==> src/design/xts_pkg.sv <==
// Package of opcode patterns, field positions and reset values for the instruction slice
`default_nettype none
package xts_pkg;
    localparam int InstrWidth = 12;
    localparam int DataWidth = 8;
    localparam int FileAddrWidth = 5;
    localparam int FileDepth = 32;
    localparam int PortSelWidth = 3;
    // Opcode patterns and masks
    localparam logic [11:0] DirMask = 12'h0ff8;
    localparam logic [11:0] DirOpcode = 12'h0000;
    localparam logic [11:0] XorLitMask = 12'h0f00;
    localparam logic [11:0] XorLitOpcode = 12'h0f00;
    localparam logic [11:0] FileOpMask = 12'h0fc0;
    localparam logic [11:0] XorFileOpcode = 12'h0180;
    localparam logic [11:0] SubFileOpcode = 12'h0080;
    // Field positions
    localparam int DestBit = 5;
    localparam int FileAddrLsb = 0;
    localparam int LiteralLsb = 0;
    // Valid port selectors
    localparam logic [2:0] PortASel = 3'h5;
    localparam logic [2:0] PortBSel = 3'h6;
    localparam logic [2:0] PortCSel = 3'h7;
    // Reset values
    localparam logic [7:0] AccReset = 8'h00;
    localparam logic [7:0] DirReset = 8'hff;
    localparam logic [7:0] DataZero = 8'h00;
    localparam logic FlagReset = 1'b0;
    typedef enum {XTS_OP_NONE, XTS_OP_DIR, XTS_OP_XORLIT, XTS_OP_XORFILE, XTS_OP_SUB} xts_op_t;
endpackage
`default_nettype wire

==> src/design/xts_alu_if.sv <==
// Interface carrying operands and results between decoder and ALU
`timescale 1ns/100ps
`default_nettype none
interface xts_alu_if;
    import xts_pkg::*;
    xts_op_t op;
    logic [7:0] acc;
    logic [7:0] fileVal;
    logic [7:0] literal;
    logic [7:0] result;
    logic zero;
    logic carry;
    modport core (output op, output acc, output fileVal, output literal, input result, input zero, input carry);
    modport alu (input op, input acc, input fileVal, input literal, output result, output zero, output carry);
endinterface
`default_nettype wire

==> src/design/xts_alu.sv <==
// Combinational ALU for exclusive-OR and subtract operations
`timescale 1ns/100ps
`default_nettype none
module xts_alu (
    xts_alu_if.alu bus
);
    import xts_pkg::*;
    // ==========================================
    // Result selection
    wire [8:0] subWide = {1'b0, bus.fileVal} - {1'b0, bus.acc};
    wire [7:0] xorLit = bus.acc ^ bus.literal;
    wire [7:0] xorFile = bus.acc ^ bus.fileVal;
    assign bus.result = (bus.op == XTS_OP_XORLIT) ? xorLit :
                        (bus.op == XTS_OP_XORFILE) ? xorFile : subWide[7:0];
    assign bus.zero = (bus.result == DataZero);
    // Carry is the inverted borrow: zero result sets it, negative clears it
    assign bus.carry = ~subWide[8];
endmodule
`default_nettype wire

==> src/design/xts_core.sv <==
// Instruction slice core: direction load, exclusive-OR forms and subtract carry
`timescale 1ns/100ps
`default_nettype none
module xts_core (
    input wire logic clk,
    input wire logic reset_n,
    input wire logic instrValid,
    input wire logic [11:0] instr,
    output logic [7:0] accOut,
    output logic zeroFlag,
    output logic carryFlag,
    output logic [7:0] portADirection,
    output logic [7:0] portBDirection,
    output logic [7:0] portCDirection,
    output logic fileWrite,
    output logic [4:0] fileWriteAddr,
    output logic [7:0] fileWriteData
);
    import xts_pkg::*;
    // Masked opcode compare shared by every decode line
    function automatic logic opMatch(logic [11:0] word, logic [11:0] mask, logic [11:0] pattern);
        return (word & mask) == pattern;
    endfunction
    // ==========================================
    // State
    logic [7:0] acc_reg;
    logic zero_reg;
    logic carry_reg;
    logic [7:0] dirA_reg;
    logic [7:0] dirB_reg;
    logic [7:0] dirC_reg;
    logic [7:0] fileMem [FileDepth];
    logic fileWr_reg;
    logic [4:0] fileAddr_reg;
    logic [7:0] fileData_reg;
    xts_alu_if aluBus();
    // ==========================================
    // Decode
    wire isDir = instrValid && opMatch(instr, DirMask, DirOpcode);
    wire isXorLit = instrValid && opMatch(instr, XorLitMask, XorLitOpcode);
    wire isXorFile = instrValid && opMatch(instr, FileOpMask, XorFileOpcode);
    wire isSub = instrValid && opMatch(instr, FileOpMask, SubFileOpcode);
    wire [2:0] portSel = instr[PortSelWidth-1:0];
    wire [4:0] fileAddr = instr[FileAddrLsb +: FileAddrWidth];
    wire destFile = instr[DestBit];
    wire [7:0] literal = instr[LiteralLsb +: DataWidth];
    wire writeFile = (isXorFile || isSub) && destFile;
    wire writeAcc = isXorLit || ((isXorFile || isSub) && !destFile);
    assign aluBus.op = isXorLit ? XTS_OP_XORLIT : isXorFile ? XTS_OP_XORFILE :
                       isSub ? XTS_OP_SUB : isDir ? XTS_OP_DIR : XTS_OP_NONE;
    assign aluBus.acc = acc_reg;
    assign aluBus.fileVal = fileMem[fileAddr];
    assign aluBus.literal = literal;
    xts_alu alu (.bus(aluBus));
    // ==========================================
    // Accumulator and flags; direction load leaves flags alone
    always_ff @(posedge clk) begin
        if (!reset_n) begin
            acc_reg <= AccReset;
            zero_reg <= FlagReset;
            carry_reg <= FlagReset;
        end else begin
            if (writeAcc) acc_reg <= aluBus.result;
            if (isXorLit || isXorFile) zero_reg <= aluBus.zero;
            if (isSub) carry_reg <= aluBus.carry;
        end
    end
    // ==========================================
    // Direction latches; selectors other than 5, 6, 7 are ignored
    always_ff @(posedge clk) begin
        if (!reset_n) begin
            dirA_reg <= DirReset;
            dirB_reg <= DirReset;
            dirC_reg <= DirReset;
        end else if (isDir) begin
            if (portSel == PortASel) dirA_reg <= acc_reg;
            if (portSel == PortBSel) dirB_reg <= acc_reg;
            if (portSel == PortCSel) dirC_reg <= acc_reg;
        end
    end
    // ==========================================
    // File register array; cleared by reset so file operands never stay unknown
    always_ff @(posedge clk) begin
        if (!reset_n) begin
            for (int i = 0; i < FileDepth; i++) begin
                fileMem[i] <= DataZero;
            end
        end else if (writeFile) begin
            fileMem[fileAddr] <= aluBus.result;
        end
    end
    always_ff @(posedge clk) begin
        if (!reset_n) begin
            fileWr_reg <= 1'b0;
            fileAddr_reg <= 5'h00;
            fileData_reg <= DataZero;
        end else begin
            fileWr_reg <= writeFile;
            fileAddr_reg <= fileAddr;
            fileData_reg <= aluBus.result;
        end
    end
    assign accOut = acc_reg;
    assign zeroFlag = zero_reg;
    assign carryFlag = carry_reg;
    assign portADirection = dirA_reg;
    assign portBDirection = dirB_reg;
    assign portCDirection = dirC_reg;
    assign fileWrite = fileWr_reg;
    assign fileWriteAddr = fileAddr_reg;
    assign fileWriteData = fileData_reg;
endmodule
`default_nettype wire

==> config.mk <==
export PLATFORM = sky130hd
export DESIGN_NAME = xts_core
export DESIGN_NICKNAME = d
export VERILOG_FILES = /design/src/design/xts_pkg.sv /design/src/design/xts_alu_if.sv /design/src/design/xts_alu.sv /design/src/design/xts_core.sv
export SDC_FILE = /design/constraint.sdc
export NUM_CORES = 1
export LEC_CHECK = 0
export ABC_AREA = 1
export BUFFER_PORTS_ARGS = -buffer_cell sky130_fd_sc_hd__clkbuf_2
export CORE_UTILIZATION = 66
export CTS_CLUSTER_SIZE = 16
export DETAILED_ROUTE_END_ITERATION = 8
export PLACE_DENSITY = 0.85
export REMOVE_ABC_BUFFERS = 1
export SYNTH_ARGS = -nofsm -noshare
export SYNTH_HDL_FRONTEND = slang
export SYNTH_SLANG_ARGS = --single-unit
export TNS_END_PERCENT = 50
==> constraint.sdc <==
create_clock -name clk -period 8.1 [get_ports clk]
set_clock_uncertainty 0.15 [all_clocks]
set_input_delay 0.81 -clock clk [delete_from_list [all_inputs] [get_ports clk]]
set_output_delay 0.81 -clock clk [all_outputs]
set_load 0.05 [all_outputs]
Word level (Yosys, flattened, before mapping)
Memories as Yosys holds them, arrays and structs flattened.
Cells that the tools add are included.

cells by class
  add/sub/neg operators = 1
  multiply operators = 0
  div/mod/pow operators = 0
  $lt $le $gt $ge = 0
  equal/unequal tests = 8
  shifts and indexed selects = 0
  mux-type cells = 13
  bitwise logic cells = 3
  reduce and logical (&&, ||, !) cells = 16

operators with widths
  cell                count
  $mux 8              3
  $xor 8x8->8         2
  $logic_not 12->1    1
  $eq 3x3->1 const B  3
  $mux 3              3
  $sub 8x8->9         1
  $logic_not 8->1     1
  $reduce_or 8->1     1
  $eq 3x2->1 const B  2
  $eq 6x2->1 const B  1
  $eq 6x3->1 const B  1
  $logic_and 1x1->1   6
  $mux 1              6
  $reduce_and 2->1    3
  $mux 5              1
  $eq 4x4->1 const B  1
  $logic_or 1x1->1    3
  $logic_not 1->1     1
  $not 1->1           1

storage, ports and cells
  register bits after elaboration = 48
  bits in latches = 0
  memory bits (writable) = 256
  bits in read-only memories = 0
  bits of input ports = 15
  output and inout port bits = 48
  word-level logic and storage cells = 51
  memories kept = 1

memory list
  name     words  bits a word  read ports  clocked after Yosys merged registers in  wr ports  RTL line        source
  fileMem  32     8            1           0                                        32        xts_core.sv:32  logic [7:0] fileMem [FileDepth];

Logic depth before layout (Yosys ltp)
Gate-level depths: netlist of run 1.

  depth in word-level cells = 10
  gate-level depth with buffers = 25

By module
A second synthesis of run 1 with hierarchy kept.

second synthesis, totals
  cells, all modules = 1667
  area total of the unflattened synthesis = 14371.3 um^2

modules (own cells, without submodules)
  module    instances  cells each  area an instance (um^2)  sequential area each (um^2)
  xts_core  1          1472        13381.6                  8648.3
  xts_alu   1          195         989.7                    0.0

Least setup slack after synthesis of run 1
Ideal clock, no wire load.

  path type = input-to-reg
  start = input instr[0]
  end = memory fileMem[21][6], data pin
  library setup time = 0.266 ns
  arrival = 3.790 ns
  required time = 7.684 ns
  path slack = 3.894 ns
  stages = 23
  buffers on the path = 4
  cells stage by stage = buf_2 inv_1 nand2_1 inv_1 buf_2 clkbuf_1 a22oi_1 nand2_1 nand2_1 nand2_1 nor4_1 ha_1 inv_1 fa_1 nand2_1 nand3_1 nand3_1 nand4_1 nand3_1 nand2_1 inv_1 buf_1 nor2_1

RTL lines
  item                RTL line        source
  start: declaration  xts_core.sv:8   input wire logic [11:0] instr,
  end: declaration    xts_core.sv:32

Worst setup path after layout of run 1
  start = input instr[0]
  end = register zero_reg (netlist: zeroFlag)

between the ends
  cells in the longest elaborated chain, start to end = 5
  elaborated cells between the ends (all ways) = 7

RTL lines
  item                                               RTL line                      source
  $mem_v2 32x8                                       --
  $sub 8x8->9 / $xor 8x8->8 (equally long branches)  xts_alu.sv:10, xts_alu.sv:12
  $mux 8                                             xts_alu.sv:14                 (bus.op == XTS_OP_XORFILE) ? xorFile : subWide[7:0];
  $mux 8 *                                           xts_alu.sv:13                 assign bus.result = (bus.op == XTS_OP_XORLIT) ? xorLit :
  $logic_not 8->1 *                                  xts_alu.sv:15                 assign bus.zero = (bus.result == DataZero);
  end signal: assignment                             xts_core.sv:60                zero_reg <= FlagReset;
  end signal: assignment                             xts_core.sv:64                if (isXorLit || isXorFile) zero_reg <= aluBus.zero;
  end: declaration                                   xts_core.sv:27                logic zero_reg;

Mark *: on every way between the ends. The rest lies on a longest branch, timed or not.
A chain may end at the register's enable or synchronous reset.

==> results of run 1 <==
[sequential cells by signal, summed over array words and instances (netlist names)]
register and flops:
fileMem 256, accOut 8, fileWriteData 8, portADirection 8, portBDirection 8, portCDirection 8, fileWriteAddr 5, carryFlag 1
fileWrite 1, zeroFlag 1
[per-layer routing]
metal	part of all wire, %	vias up
li1	-	4464
met3	12	133
met1	35	4713
met2	48	745
met4	5.0	0
met5	0	-
[power breakdown]
part | internal, mW | total, mW | switching, mW
Clock | 0.684 | 1.24 | 0.556
Sequential | 1.74 | 1.76 | 0.0195
Combinational | 0.0883 | 0.465 | 0.377
[metrics by stage]
step           instances  instance area [sq um]  hold slack, ns  total power, mW  setup WS, ns
2_1_floorplan       1189                  12900           0.567             2.05          2.31
5_1_grt             1587                  14600           0.357             3.55          2.99
3_5_place_dp        1535                  13800           0.314             2.24          2.83
6_report            1587                  14600           0.329             3.47          3.25
4_1_cts             1587                  14600           0.329             3.45          3.37
3_3_place_gp        1535                  13800           0.304             2.23          3.06
[synthesized netlist by cell type (6+ instances only)]
cell type  instances  area share, %
nor3_1             7           0.26
buf_1             15           0.43
nor2_1           293            8.3
ha_1              10           0.94
edfxtp_1         256             58
dfxtp_1           48            7.3
a21oi_1           12           0.45
a22oi_1          128            7.3
or2_2              7           0.33
buf_2              6           0.23
o21ai_0           12           0.45
inv_1             53            1.5
nand3_1           23           0.87
o211ai_1          27            1.5
nand2_2           32            1.5
nand4_1           19           0.90
clkbuf_1          50            1.4
nand2_1          245            6.9
[logic make-up after synthesis]
| logic type | count (synthesis) | share of synthesized area, % |
|---|---|---|
| adder cells (fa/ha/maj) | 11 | 1.10 |
| AND/OR/NAND/NOR | 634 | 19.7 |
| flip-flops | 304 | 65.3 |
| XOR/XNOR | 3 | 0.198 |
| AO/OA/AOI/OAI | 181 | 9.79 |
| buffers and inverters | 130 | 3.87 |
[critical path, cell delays in order]
cell	delay (ns)
clkbuf_2	0.20
inv_1	0.16
nand2_1	0.14
inv_2	0.04
buf_4	0.34
a22oi_1	0.25
nand2_1	0.08
nand2_1	0.06
nand4_1	0.18
nor4_1	0.39
ha_1	0.23
inv_1	0.05
fa_1	0.43
xor2_1	0.18
nand2_1	0.08
nand3_1	0.06
nand2_1	0.66
buf_4	0.39
nand2_1	0.08
nor2_1	0.11
nand3_1	0.08
a21oi_1	0.12
[worst max path at each step]
stage	start	endpoint	slack [ns]	cells past startpoint
global placement	instr[0]	zeroFlag	3.06	22
detailed placement	instr[0]	zeroFlag	2.83	22
finish	instr[0]	zeroFlag	3.25	22
CTS	instr[0]	zeroFlag	3.37	22
floorplan	instr[0]	fileMem[0][1]	2.31	12
global route	instr[0]	zeroFlag	2.99	22
[layout make-up]
class	instances	area (sq um)
sequential	304	8650
clock inverter	11	53.8
multi-input combinational	829	4110
fill	1253	4980
timing repair buffer	81	453
clock buffer	41	801
tap	265	332
inverter	56	210
==> flow_summary.toml, run 1 <==
[hold_path]
min_to = "portADirection[6]"
worstHoldPathType = "reg -> reg"
hold_depth = 2
hp-start = "portADirection[6]"

[setup_path]
reg2reg_from = "fileMem[8][0]"
worstSetupStartpointType = "input port"
cp.required_ns = 8.43
worstSetupEndpointType = "register"
crit_arrival_ns = 5.19
r2r_cells = 17
r2r_end = "zeroFlag"
path_class = "in -> reg"
rrSetupSlack_ns = 4.06
critical_path.max_fanout = 65

[sta]
period_share_pct = 59.9
setup_violations = 0
hold_viol = 0
fin_crit_ns = 4.85
relSlewSlack_pct = 20.5
tightest_slew_ns = 1.19
grt_setup_unrepaired = "false"
drv_slew = 0
fin_tns_setup_ns = 0
timing.fmax_mhz = 206

[floorplanning]
num_rows = 51
fp.coreArea_sq_um = 19600
die_h_um = 144
die_w_um = 144
io_pins = 63
initial_core_util_pct = 67.6
die_area_sq_um = 20600

[final_layout]
diodes = 0
syn2layout_area_growth_pct = 10.3
drive_gt1_share_pct = 12.9
final_nets = 1327
final_cell_mix = "nor2_1, edfxtp_1, nand2_1"
final_util_pct = 74.6
layout_commonest_cell = "nor2_1"

[global_route]
antenna_found_initial = 0
grt_max_degree = 72
met3_usage_pct = 6.23
use_met2_pct = 54.0
grtUsageTotal_pct = 33.2
overflow = 0
grt_pass1_wl_um = 51100
use_met1_pct = 42.7
grt_pass1_vias = 9440
grt_busiest_layer = "met2"

[cts]
holdBufCountCts = 0
clock_sinks = 304
h-tree-depth = 1
cts_resized = 0
clkTransAtPathRegs_ns = 0.06
cts_tree = "built"
clockBufferDepth = 3
root_buffer = "clkbuf_16"
clk_latency_ns = 0.55
post_cts_buffers = 0
cts_buffers = 29

[synthesis]
synth_edf_count = 256
synth_area_sq_um = 13200
synthCells = 1263
ys.flop_type = "edfxtp_1"
ys_types = 32
postSynthAreaPerCell_sq_um = 10.5
synthArstFlopShare_pct = 0
yosysWarnings = 0
yosys_register_bits = 304
synth.yosys.seq_area_share_pct = 65.3

[drt]
drc = 0
ant_nets = 0
first_pass_iters = 7
wl_um = 33800
drt_iter0_markers = 1183
vias_per_cell = 6.34
route.vias.total = 10100
avgRoutedWirePerCell_um = 21.3

[place]
portBuffers = 62
dp_hpwl_um = 20900
place_congestion = 0.980

[pwr]
vdd_drop_max_v = 0.000167
power_density_nw_per_um2 = 237
leakagePower_nw = 6.00

[run]
cap_violations = 0

[outcome]
status = "completed"
No activity file was read; power rests on OpenSTA's default activity.
==> run 2: changes to the inputs <==
--- a/config.mk
+++ b/config.mk
@@ -7,10 +7,10 @@
 export LEC_CHECK = 0
 export ABC_AREA = 1
 export BUFFER_PORTS_ARGS = -buffer_cell sky130_fd_sc_hd__clkbuf_2
-export CORE_UTILIZATION = 66
+export CORE_UTILIZATION = 61
 export CTS_CLUSTER_SIZE = 16
 export DETAILED_ROUTE_END_ITERATION = 8
-export PLACE_DENSITY = 0.85
+export PLACE_DENSITY = 0.79
 export REMOVE_ABC_BUFFERS = 1
 export SYNTH_ARGS = -nofsm -noshare
 export SYNTH_HDL_FRONTEND = slang
==> constraint.sdc (replaced) <==
create_clock -name clk -period 4.6 [get_ports clk]
set_clock_uncertainty 0.15 [all_clocks]
set_input_delay 0.46 -clock clk [delete_from_list [all_inputs] [get_ports clk]]
set_output_delay 0.46 -clock clk [all_outputs]
set_load 0.05 [all_outputs]
==> run 2 against run 1 <==
  * Flip-flop and latch count unchanged
  * Non-clock buffer count up 24
  * Combinational power up 98%
  * Critical endpoint is now fileMem[25][5]
  * Critical path depth down 3
  * Critical path type unchanged
  * Design area up 2.6%
  * Largest cell class unchanged
==> flow_summary.toml, run 2 (synthesis results as in run 1) <==
[outcome]
status = "completed"

[drt]
wl_um = 34300
first_pass_iters = 6
drc = 0
drt_iter0_markers = 1114
vias_per_cell = 6.23
ant_nets = 0
wl_met3_um = 3590
dr_wl_met2_um = 16200
met1Wirelength_um = 13100
topRoutingLayerUsed = "met4"
avgRoutedWirePerCell_um = 21.1
route.vias.total = 10100

[setup_path]
cp.required_ns = 4.76
worstSetupEndpointType = "register"
worstSetupStartpointType = "input port"
critical_path.max_fanout = 27
crit_arrival_ns = 3.94
path_class = "in -> reg"

[final_layout]
final_util_pct = 70.8
nFillCells = 1467
drive_gt1_share_pct = 14.7
top_register = "fileMem"
largest_register_ffs = 256
diodes = 0
layout_commonest_cell = "nor2_1"
multiInputGateArea_sq_um = 4110
final_cell_mix = "nor2_1, edfxtp_1, nand2_1"
stdcell_area_sq_um = 15000
regArea_sq_um = 8650
instances_no_fill = 1623
final_nets = 1352
syn2layout_area_growth_pct = 13.1

[cts]
h-tree-depth = 1
cts_buffers = 30
clock_sinks = 304
root_buffer = "clkbuf_16"
holdBufCountCts = 0
cts_resized = 0
clockBufferDepth = 3
cts_tree = "built"
clkTransAtPathRegs_ns = 0.06
clk_latency_ns = 0.56
post_cts_buffers = 0

[pwr]
netSwitchingPower_mw = 1.72
clkPwrFrac_pct = 37.0
vdd_drop_max_v = 0.000274
p_seq_share_pct = 48.6
internal-power_mw = 4.66
power_density_nw_per_um2 = 426
netSwitchingFraction_pct = 27.0
leakagePower_nw = 6.20
pwr-share-comb_pct = 14.4

[run]
cap_violations = 0

[place]
dp_hpwl_um = 22000
placed_cell_area_sq_um = 14000
place_congestion = 0.960
portBuffers = 62
dp_cells = 1569
preCtsSetupSlack_ns = 0.329

[sta]
relSlewSlack_pct = 37.3
fin_crit_ns = 3.79
drv_slew = 0
fin_ws_ns = 0.815
setup_violations = 0
grt_setup_unrepaired = "false"
period_share_pct = 82.3
timing.fmax_mhz = 264
fin_hold_ws_ns = 0.0501
tightest_slew_ns = 0.938
hold_viol = 0

[global_route]
grtUsageTotal_pct = 31.4
grt_pass1_wl_um = 52700
grt_pass1_vias = 9585
antenna_found_initial = 0
overflow = 0
grt_max_degree = 71

[floorplanning]
io_pins = 63
fp.coreArea_sq_um = 21200
die_h_um = 149
die_w_um = 149
initial_core_util_pct = 62.6
die_area_sq_um = 22300
num_rows = 53

[hold_path]
worstHoldPathType = "in -> reg"
[run 2: cell count changes in the layout (fill, tap and decap cells not counted), moves of 2 or more]
cell       previous run  this run
clkbuf_16            29        31
buf_12                0         7
clkbuf_1              9        12
buf_4                19        36
clkinv_1              8         3
clkbuf_2             62        64
[run 2: per-stage QoR]
stage	TNS [ns]	power, mW
finish	0	6.39
CTS	0	6.37
global placement	0	4.04
floorplan	-91.40	3.61
global route	0	6.56
detailed placement	0	4.06
[run 2: layout make-up]
| cell class | instances | area share [%] |
|---|---|---|
| Clock inverter | 5 | 0.409 |
| Multi-Input combinational cell | 829 | 27.4 |
| Tap cell | 275 | 2.30 |
| Inverter | 56 | 1.40 |
| Sequential cell | 304 | 57.7 |
| Timing Repair Buffer | 105 | 4.81 |
| Clock buffer | 49 | 5.91 |
[run 2: power by group through the flow]
stage	Sequential, mW	Combinational [mW]	Clock (mW)
floorplan	3.21	0.400	0
global placement	3.15	0.882	0
detailed placement	3.16	0.898	0
CTS	3.10	0.901	2.36
global route	3.11	0.971	2.49
finish	3.10	0.922	2.36
[run 2: path summary, 6_finish.rpt]
path,from,end,slack (ns),depth (start not counted)
hold reg to reg,portBDirection[5],portBDirection[5],0.33,2
hold / removal,instr[3],fileWriteAddr[3],0.05,3
setup / recovery,instr[1],fileMem[25][5],0.81,19
setup reg to reg,fileMem[20][0],fileMem[24][6],1.09,17
[run 2: critical path, cell delays in order]
cell      delay (ns)
clkbuf_2        0.13
buf_4           0.18
nor2_4          0.71
buf_4           0.31
a22oi_1         0.10
nand2_1         0.14
nand2_1         0.09
nand4_1         0.14
or2_2           0.15
ha_1            0.27
nand2_1         0.15
inv_1           0.05
a21oi_1         0.19
nand4_1         0.10
nand3_1         0.10
nand2_1         0.12
inv_1           0.22
buf_12          0.23
nor2_1          0.07
[run 2: per-layer routing]
metal | vias up | GRT usage (%)
met3 | 87 | 4.16
met2 | 624 | 50.3
li1 | 4523 | -
met5 | - | 0
met4 | 0 | 13.2
met1 | 4875 | 43.5
